File: src/clk_gen_regs_pkg.sv
// Operation
// - writes to unmapped addresses change nothing
// - spi config register: mirrored sdo, lsb, reset
// - readback bit selects active register values
// - 16-bit customer version at two addresses
// - first reference 10-bit divider, two registers
// - second reference 10-bit divider, two registers
// - test divider low bits; spare register reserved
// - code 0x80 updates active; 0xFF ends stream
`default_nettype none
package clk_gen_regs_pkg;
  // address and bank geometry
  localparam int ADDR_W = 12;
  localparam int NREG = 10;
  localparam int SLOT_W = 5;
  // serial frame shape
  localparam int INSTR_BITS = 16;
  localparam int BYTE_BITS = 8;
  localparam int INSTR_RW_BIT = 15;
  // register addresses
  localparam logic [ADDR_W-1:0] ADDR_CFG = 12'h000;
  localparam logic [ADDR_W-1:0] ADDR_RBK = 12'h004;
  localparam logic [ADDR_W-1:0] ADDR_CVL = 12'h005;
  localparam logic [ADDR_W-1:0] ADDR_CVH = 12'h006;
  localparam logic [ADDR_W-1:0] ADDR_R1L = 12'h010;
  localparam logic [ADDR_W-1:0] ADDR_R1H = 12'h011;
  localparam logic [ADDR_W-1:0] ADDR_R2L = 12'h012;
  localparam logic [ADDR_W-1:0] ADDR_R2H = 12'h013;
  localparam logic [ADDR_W-1:0] ADDR_TST = 12'h014;
  localparam logic [ADDR_W-1:0] ADDR_SPR = 12'h015;
  // command port for operation codes
  localparam logic [ADDR_W-1:0] ADDR_CMD = 12'h0fe;
  // storage slot of each register
  localparam int IDX_CFG = 0;
  localparam int IDX_RBK = 1;
  localparam int IDX_CVL = 2;
  localparam int IDX_CVH = 3;
  localparam int IDX_R1L = 4;
  localparam int IDX_R1H = 5;
  localparam int IDX_R2L = 6;
  localparam int IDX_R2H = 7;
  localparam int IDX_TST = 8;
  localparam int IDX_SPR = 9;
  // field positions
  localparam int CFG_SDO_HI = 7;
  localparam int CFG_SDO_LO = 0;
  localparam int CFG_LSB_HI = 6;
  localparam int CFG_LSB_LO = 1;
  localparam int CFG_SRST_HI = 5;
  localparam int CFG_SRST_LO = 2;
  localparam int RBK_ACTIVE = 0;
  localparam int DIV_HI_W = 2;
  localparam int TEST_W = 6;
  // operation codes
  localparam logic [7:0] OP_UPDATE = 8'h80;
  localparam logic [7:0] OP_END = 8'hff;
  // writable bits per slot, slot 9 leftmost
  localparam logic [NREG-1:0][7:0] WR_MASK = {8'h00, 8'h3f, 8'h03, 8'hff,
    8'h03, 8'hff, 8'hff, 8'hff, 8'h01, 8'he7};
  localparam logic [7:0] I2C_CFG_MASK = 8'h24;
  // defaults of every slot
  localparam logic [NREG-1:0][7:0] REG_RST = {NREG{8'h00}};

  // address to {valid, slot}; unmapped gives valid low
  function automatic logic [SLOT_W-1:0] addr_to_slot(
    input logic [ADDR_W-1:0] a);
    logic [SLOT_W-1:0] s;
    s = '0;
    if (a == ADDR_CFG) s = {1'b1, 4'(IDX_CFG)};
    else if (a == ADDR_RBK) s = {1'b1, 4'(IDX_RBK)};
    else if (a == ADDR_CVL) s = {1'b1, 4'(IDX_CVL)};
    else if (a == ADDR_CVH) s = {1'b1, 4'(IDX_CVH)};
    else if (a == ADDR_R1L) s = {1'b1, 4'(IDX_R1L)};
    else if (a == ADDR_R1H) s = {1'b1, 4'(IDX_R1H)};
    else if (a == ADDR_R2L) s = {1'b1, 4'(IDX_R2L)};
    else if (a == ADDR_R2H) s = {1'b1, 4'(IDX_R2H)};
    else if (a == ADDR_TST) s = {1'b1, 4'(IDX_TST)};
    else if (a == ADDR_SPR) s = {1'b1, 4'(IDX_SPR)};
    return s;
  endfunction
endpackage
`default_nettype wire

File: src/serial_frame.sv
`timescale 1ns/1ps
`default_nettype none
module serial_frame (
  input wire logic core_clk_i,
  input wire logic rstn_i,
  input wire logic sclk_i,
  input wire logic csn_i,
  input wire logic sdio_i,
  input wire logic lsb_first_i,
  input wire logic sdo_active_i,
  input wire logic [7:0] rd_data_i,
  output logic [clk_gen_regs_pkg::ADDR_W-1:0] addr_o,
  output logic wr_o,
  output logic [clk_gen_regs_pkg::ADDR_W-1:0] wr_addr_o,
  output logic [7:0] wr_data_o,
  output logic sdo_o,
  output logic sdo_oe_o,
  output logic sdio_o,
  output logic sdio_oe_o
);
  // frame phases
  typedef enum logic [1:0] {ST_INSTR, ST_DATA, ST_HALT} frame_state_t;
  // whole state of the serial engine
  typedef struct packed {
    frame_state_t st;       // current phase
    logic sclk;             // last serial clock level
    logic [3:0] cnt;        // bit count in phase
    logic [15:0] sh;        // receive shifter
    logic rd;               // frame is a read
    logic [clk_gen_regs_pkg::ADDR_W-1:0] addr;  // streaming address
    logic [7:0] tx;         // transmit shifter
    logic dout;             // bit on the wire
    logic sdo_oe;           // four-wire drive
    logic sdio_oe;          // three-wire drive
    logic wr;               // write strobe
    logic [clk_gen_regs_pkg::ADDR_W-1:0] waddr; // write address
    logic [7:0] wdata;      // write data
  } frame_t;

  frame_t q, d;
  logic rise, fall;
  logic [15:0] sh_n;
  logic [7:0] byte_n, cur;

  // edge detect, shifting, address stepping
  always_comb begin
    d = q;
    d.wr = 1'b0;
    d.sclk = sclk_i;
    rise = sclk_i & ~q.sclk;
    fall = ~sclk_i & q.sclk;
    sh_n = lsb_first_i ? {sdio_i, q.sh[15:1]} : {q.sh[14:0], sdio_i};
    byte_n = lsb_first_i ? sh_n[15:8] : sh_n[7:0];
    cur = (q.cnt == 4'h0) ? rd_data_i : q.tx;
    if (csn_i) begin
      // frame over: restart and release the pins
      d.st = ST_INSTR;
      d.cnt = 4'h0;
      d.sdo_oe = 1'b0;
      d.sdio_oe = 1'b0;
    end else if (rise && q.st != ST_HALT) begin
      d.sh = sh_n;
      d.cnt = q.cnt + 4'h1;
      if (q.st == ST_INSTR && q.cnt == 4'(clk_gen_regs_pkg::INSTR_BITS-1))
      begin
        // instruction complete
        d.st = ST_DATA;
        d.cnt = 4'h0;
        d.rd = sh_n[clk_gen_regs_pkg::INSTR_RW_BIT];
        d.addr = sh_n[clk_gen_regs_pkg::ADDR_W-1:0];
      end else if (q.st == ST_DATA &&
                   q.cnt == 4'(clk_gen_regs_pkg::BYTE_BITS-1)) begin
        // byte complete: step up in lsb-first, down otherwise
        d.cnt = 4'h0;
        d.addr = lsb_first_i ? q.addr + 12'h001 : q.addr - 12'h001;
        if (!q.rd) begin
          d.wr = 1'b1;
          d.waddr = q.addr;
          d.wdata = byte_n;
          if (q.addr == clk_gen_regs_pkg::ADDR_CMD &&
              byte_n == clk_gen_regs_pkg::OP_END) begin
            d.st = ST_HALT;
          end
        end
      end
    end else if (fall && q.st == ST_DATA && q.rd) begin
      // read data launched on the falling edge
      d.dout = lsb_first_i ? cur[0] : cur[7];
      d.tx = lsb_first_i ? {1'b0, cur[7:1]} : {cur[6:0], 1'b0};
      d.sdo_oe = sdo_active_i;
      d.sdio_oe = ~sdo_active_i;
    end
  end

  // state register
  always_ff @(posedge core_clk_i or negedge rstn_i) begin
    if (!rstn_i) begin
      q <= '{st: ST_INSTR, default: '0};
    end else begin
      q <= d;
    end
  end

  assign addr_o = q.addr;
  assign wr_o = q.wr;
  assign wr_addr_o = q.waddr;
  assign wr_data_o = q.wdata;
  assign sdo_o = q.dout;
  assign sdio_o = q.dout;
  assign sdo_oe_o = q.sdo_oe;
  assign sdio_oe_o = q.sdio_oe;
endmodule // serial_frame
`default_nettype wire

File: src/clk_gen_regs.sv
`timescale 1ns/1ps
`default_nettype none
module clk_gen_regs (
  input wire logic core_clk_i,
  input wire logic rstn_i,
  input wire logic sclk_i,
  input wire logic csn_i,
  input wire logic sdio_i,
  input wire logic i2c_mode_i,
  output logic sdo_o,
  output logic sdo_oe_o,
  output logic sdio_o,
  output logic sdio_oe_o,
  output logic [9:0] ref1_divider_o,
  output logic [9:0] ref2_divider_o,
  output logic [clk_gen_regs_pkg::TEST_W-1:0] test_divider_o,
  output logic [15:0] customer_version_o
);
  // buffered and active copies of the bank
  typedef struct packed {
    logic [clk_gen_regs_pkg::NREG-1:0][7:0] bufr; // written by host
    logic [clk_gen_regs_pkg::NREG-1:0][7:0] act;  // in use
  } bank_t;

  bank_t q, d;
  logic [clk_gen_regs_pkg::ADDR_W-1:0] rd_addr, wr_addr;
  logic wr;
  logic [7:0] wr_data, rd_data, v, m;
  logic [clk_gen_regs_pkg::SLOT_W-1:0] slot_rd, slot_wr;
  logic [3:0] ridx, widx;
  logic srst;

  // serial engine
  serial_frame u_frame (
    .core_clk_i(core_clk_i),
    .rstn_i(rstn_i),
    .sclk_i(sclk_i),
    .csn_i(csn_i),
    .sdio_i(sdio_i),
    .lsb_first_i(q.act[clk_gen_regs_pkg::IDX_CFG][clk_gen_regs_pkg::CFG_LSB_LO]),
    .sdo_active_i(q.act[clk_gen_regs_pkg::IDX_CFG][clk_gen_regs_pkg::CFG_SDO_LO]),
    .rd_data_i(rd_data),
    .addr_o(rd_addr),
    .wr_o(wr),
    .wr_addr_o(wr_addr),
    .wr_data_o(wr_data),
    .sdo_o(sdo_o),
    .sdo_oe_o(sdo_oe_o),
    .sdio_o(sdio_o),
    .sdio_oe_o(sdio_oe_o)
  );

  // read mux and write decode
  always_comb begin
    d = q;
    slot_rd = clk_gen_regs_pkg::addr_to_slot(rd_addr);
    slot_wr = clk_gen_regs_pkg::addr_to_slot(wr_addr);
    ridx = slot_rd[3:0];
    widx = slot_wr[3:0];
    rd_data = 8'h00;
    if (slot_rd[4]) begin
      // select active or buffered copy
      rd_data = q.act[clk_gen_regs_pkg::IDX_RBK][clk_gen_regs_pkg::RBK_ACTIVE]
        ? q.act[ridx] : q.bufr[ridx];
    end
    v = wr_data & clk_gen_regs_pkg::WR_MASK[widx];
    if (widx == 4'(clk_gen_regs_pkg::IDX_CFG) && i2c_mode_i) begin
      v = wr_data & clk_gen_regs_pkg::I2C_CFG_MASK;
    end
    srst = v[clk_gen_regs_pkg::CFG_SRST_HI] | v[clk_gen_regs_pkg::CFG_SRST_LO];
    // mirrored config pairs
    m = 8'h00;
    m[clk_gen_regs_pkg::CFG_SDO_HI] = v[clk_gen_regs_pkg::CFG_SDO_HI] |
                                      v[clk_gen_regs_pkg::CFG_SDO_LO];
    m[clk_gen_regs_pkg::CFG_SDO_LO] = m[clk_gen_regs_pkg::CFG_SDO_HI];
    m[clk_gen_regs_pkg::CFG_LSB_HI] = v[clk_gen_regs_pkg::CFG_LSB_HI] |
                                      v[clk_gen_regs_pkg::CFG_LSB_LO];
    m[clk_gen_regs_pkg::CFG_LSB_LO] = m[clk_gen_regs_pkg::CFG_LSB_HI];
    if (wr) begin
      if (wr_addr == clk_gen_regs_pkg::ADDR_CMD) begin
        // transfer buffered values into use
        if (wr_data == clk_gen_regs_pkg::OP_UPDATE) begin
          d.act = q.bufr;
        end
      end else if (slot_wr[4]) begin
        if (widx == 4'(clk_gen_regs_pkg::IDX_CFG)) begin
          if (srst) begin
            // defaults everywhere; request bits never stored
            d.bufr = clk_gen_regs_pkg::REG_RST;
            d.act = clk_gen_regs_pkg::REG_RST;
          end else begin
            // config takes effect at once
            d.bufr[widx] = m;
            d.act[widx] = m;
          end
        end else if (widx == 4'(clk_gen_regs_pkg::IDX_RBK)) begin
          // readback select takes effect at once
          d.bufr[widx] = v;
          d.act[widx] = v;
        end else begin
          // staged until the update code
          d.bufr[widx] = v;
        end
      end
      // unmapped write: nothing changes
    end
  end

  // bank register
  always_ff @(posedge core_clk_i or negedge rstn_i) begin
    if (!rstn_i) begin
      q <= '{bufr: clk_gen_regs_pkg::REG_RST, act: clk_gen_regs_pkg::REG_RST};
    end else begin
      q <= d;
    end
  end

  // outputs straight from the active copy
  assign ref1_divider_o = {q.act[clk_gen_regs_pkg::IDX_R1H]
    [clk_gen_regs_pkg::DIV_HI_W-1:0], q.act[clk_gen_regs_pkg::IDX_R1L]};
  assign ref2_divider_o = {q.act[clk_gen_regs_pkg::IDX_R2H]
    [clk_gen_regs_pkg::DIV_HI_W-1:0], q.act[clk_gen_regs_pkg::IDX_R2L]};
  assign test_divider_o = q.act[clk_gen_regs_pkg::IDX_TST]
    [clk_gen_regs_pkg::TEST_W-1:0];
  assign customer_version_o = {q.act[clk_gen_regs_pkg::IDX_CVH],
    q.act[clk_gen_regs_pkg::IDX_CVL]};
endmodule // clk_gen_regs
`default_nettype wire

File: config.mk
export PLATFORM = sky130hd
export DESIGN_NAME = clk_gen_regs
export DESIGN_NICKNAME = d
export VERILOG_FILES = /design/src/clk_gen_regs_pkg.sv /design/src/serial_frame.sv /design/src/clk_gen_regs.sv
export SDC_FILE = /design/constraint.sdc
export NUM_CORES = 1
export LEC_CHECK = 0
export BUFFER_PORTS_ARGS = -buffer_cell sky130_fd_sc_hd__buf_2
export CAP_MARGIN = 20
export CORE_ASPECT_RATIO = 0.8
export CORE_MARGIN = 4
export CORE_UTILIZATION = 50
export CTS_CLUSTER_SIZE = 24
export DETAILED_ROUTE_END_ITERATION = 7
export PLACE_DENSITY = 0.74
export SLEW_MARGIN = 20
export SYNTH_ARGS = -nofsm -noshare
export SYNTH_HDL_FRONTEND = slang
export SYNTH_SLANG_ARGS = --single-unit
File: constraint.sdc
create_clock -name core_clk_i -period 2.86 [get_ports core_clk_i]
set_input_delay 0.286 -clock core_clk_i [delete_from_list [all_inputs] [get_ports core_clk_i]]
set_output_delay 0.286 -clock core_clk_i [all_outputs]
set_load 0.1 [all_outputs]
==> reports/qor.yml <==
outcome: "completed"
cts.clk_slew.worst_paths_ns: 0.06
antenna_found_initial: 0
routed_wl_mm: 39.5
synth-xor-area-share_pct: 0.854
crit_type: "flop to flop"
max_clock_freq_ghz: 0.357
grt_pass1_wl_mm: 59.8
routabilityCongestion: 1.10
relSlewSlack_pct: 49.6
synth_top_area_cell: "dfrtp_1"
syn_inst: 1365
post_dp_cell_area_um2: 13100
ys_top_cells_by_area: "dfrtp_1 46%, nand2_1 8.0%, o21ai_0 4.2%"
crit_top_cell: "buf_4"
syn_area_um2: 12300
synth_fa_ha_area_share_pct: 1.38
synth_top_family_by_area: "simple AND/OR/NAND/NOR gates"
syn2layout_area_growth_pct: 14.6
reg2reg_from: "u_frame.addr_o[11]$_DFFE_PN0P_"
synth_edf_count: 0
synth-compound-area-share_pct: 19.2
endpoint: "u_frame.q[27]$_DFFE_PN0P_"
final_cell_mix: "262 x nand2_1, 226 x dfrtp_1, 103 x o21ai_0, 92 x buf_4, 89 x a21oi_1"
multi_input_area_um2: 5890
fin_tns_setup_ns: 0
yosysTopAreaCellShare_pct: 46.4
dp_cells: 1707
rr_endpoint: "u_frame.q[27]$_DFFE_PN0P_"
viasPerCell: 6.08
floorplan.initialDensity_pct: 50.7
worstSetupStartpoint: "u_frame.addr_o[11]$_DFFE_PN0P_"
dieArea_um2: 27200
cts.sinks: 228
drtIter0Drc: 1231
dieWidth_um: 183
core_um2: 24200
crit_chain: "nor4_4 > nand2_2 > buf_4 > buf_4 > nor2_1 > buf_4 > a311oi_1 > a311o_1 > a32oi_1 > o221ai_1"
rrSetupSlack_ns: 0.06
p_leak_uw: 0.00634
hpwlAfterDp_mm: 28.5
ff_latch_area_um2: 5710
placement.io_buffers: 51
synth.avg_cell_area_um2: 9.01
yosysSeqAreaShare_pct: 46.4
fin_cells: 1759
die-height_um: 148
fill_cells: 2112
vias: 10700
max_cap_viol_count: 0
rsz0062_at_grt: "no"
worstRegToRegCells: 10
grtUsageTotal_pct: 28.3
arrival_ns: 3.19
rows: 51
min_path_cells: 2
synth_seq_cells: 228
stdcell_area_um2: 14100
grt_pass1_vias: 9924
wl_per_cell_um: 22.4
drt_pass1_iterations: 7
grt_max_degree: 95
final_common_cell: "nand2_1"
tightest_slew_ns: 0.754
peakVddDrop_mv: 0.560
period_share_pct: 97.9
drc: 0
layout-drive-gt1-share_pct: 18.0
worstPathRequired_ns: 3.25
cts_tree: "done"
slew_viol_final: 0
finalSetupViolCount: 0
finClkSkew_ns: 0.0129
nNetsFinal: 1443
overflow: 0
cpPeakStageDelay_ns: 0.41
cts_max_path_buffers: 3
worst_setup_path_end_kind: "flop"
synth_mux_area_share_pct: 5.05
hold_class: "input port to flop"
root_buffer: "clkbuf_16"
pin_count: 52
antenna_cells: 0
critical_path.slowest_cell: "dfrtp_1"
synthSimpleGateAreaFrac_pct: 20.8
synth_flop_cell: "dfrtp_1"
synth.distinct_cells: 82
clock_latency_ns: 0.54
crit_path_start_kind: "flop"
p_per_area_nw_per_um2: 507
crit_fanout: 7
async_flop_share_pct: 100
cts_buffers: 25
htreeDepth: 1
finalHoldViolations: 0
fin_crit_ns: 2.80
yosys_warnings: 0
antenna_left: 0
synth_fp_nets: 1384
per-stage QoR:
| step | total power (uW) | utilization (%) | setup slack [ns] | hold slack, ns |
|---|---|---|---|---|
| after floorplan | 3530 | - | 0.0687 | -0.00959 |
| after detailed placement | 3690 | 53.9 | 0.0168 | 0.245 |
| after global routing | 7350 | 58.1 | 0.00193 | 0.0914 |
| final | 7150 | 58.1 | 0.0598 | 0.0771 |
| after global placement | 3680 | 53.9 | 0.00858 | 0.250 |
| after CTS | 7180 | 57.7 | 0.0185 | 0.0678 |
area by class of cell:
class | count | share of cell area (%)
timing repair buffer | 154 | 8.05
clock buffer | 32 | 4.77
tap | 318 | 2.82
sequential | 228 | 40.5
clock inverter | 12 | 1.49
multi-input combinational | 994 | 41.8
inverter | 21 | 0.559
registers in the layout, summed over array words and instances (netlist names):
signal	cells
ref1_divider_o	10
u_frame.sdio_oe_o	1
test_divider_o	6
u_frame.wr_o	1
customer_version_o	16
u_frame.wr_data_o	8
ref2_divider_o	10
u_frame.addr_o	12
u_frame.wr_addr_o	12
u_frame.sdio_o	1
q	118
u_frame.q	32
u_frame.sdo_oe_o	1
per-layer routing:
| layer | GRT usage, % | wire length, um | share of wire [%] | vias up |
|---|---|---|---|---|
| met2 | 37.5 | 15700 | 40 | 537 |
| li1 | - | - | - | 4906 |
| met1 | 43.6 | 17700 | 45 | 5201 |
| met5 | 0 | 0 | 0 | - |
| met4 | 5.58 | 866 | 2.2 | 0 |
| met3 | 11.2 | 5150 | 13 | 53 |
power breakdown:
part           total, uW  internal [uW]  switching (uW)
clock network       3510           2130            1380
registers           3350           3280            64.6
logic                289           94.8             194
total               7150           5510            1640
cell families (layout without fill, tap and decap cells):
kind of cell / count (synthesis) / count (layout)
compound gates: 374 / 374
xor+xnor: 12 / 12
fa+ha+maj: 13 / 13
buf+inv: 143 / 219
flops: 228 / 228
mux: 54 / 54
simple gates: 541 / 541
cell usage after synthesis (4+ instances only):
cell	number
a211oi_1	13
a21o_1	11
a21oi_1	89
a221oi_1	6
a22o_1	6
a22oi_1	30
a311oi_1	5
a31oi_1	14
a32oi_1	6
a41oi_1	5
and2_1	19
and3_1	13
buf_1	5
buf_2	20
buf_4	49
clkbuf_1	45
dfrtp_1	228
ha_1	12
inv_1	20
mux2_2	24
mux2i_1	25
mux4_2	4
nand2_1	263
nand2b_1	14
nand3_1	44
nand4_1	6
nor2_1	86
nor2b_1	36
nor3_1	20
nor4_4	5
o211ai_1	4
o21ai_0	104
o21ai_1	22
o221ai_1	6
o22ai_1	4
o31ai_1	5
or2_2	5
or3_1	6
xnor2_1	9
worst min-delay path by stage:
| stage | start | to |
|---|---|---|
| 2_1_floorplan | rstn_i | customer_version_o[0]$_DFFE_PN0P_ |
| 3_3_place_gp | rstn_i | u_frame.sdio_oe_o$_DFFE_PN0P_ |
| 3_5_place_dp | rstn_i | q[78]$_DFFE_PN0P_ |
| 4_1_cts | csn_i | u_frame.q[64]$_DFFE_PN0P_ |
| 5_1_grt | csn_i | u_frame.q[66]$_DFFE_PN0P_ |
| 6_report | csn_i | u_frame.q[63]$_DFFE_PN0P_ |
worst max-delay path, delay by kind of cell (launching register included):
kind,cells,cell delay [ns]
AO/OA/AOI/OAI,4,0.97
AND/OR/NAND/NOR,3,0.77
buffers and inverters,3,0.50
flip-flops,1,0.41
timing repair:
item | 4_1_cts | 5_1_grt
endpoints found under the hold margin | 51 | 0
pin swaps | 1 | 4
resized for setup | 0 | 18
setup endpoints to repair | 1 | 86
hold buffers | 2 | 0
gates cloned | 0 | 2
setup buffers | 2 | 2
Note: power is estimated with default switching activity, not from simulation.
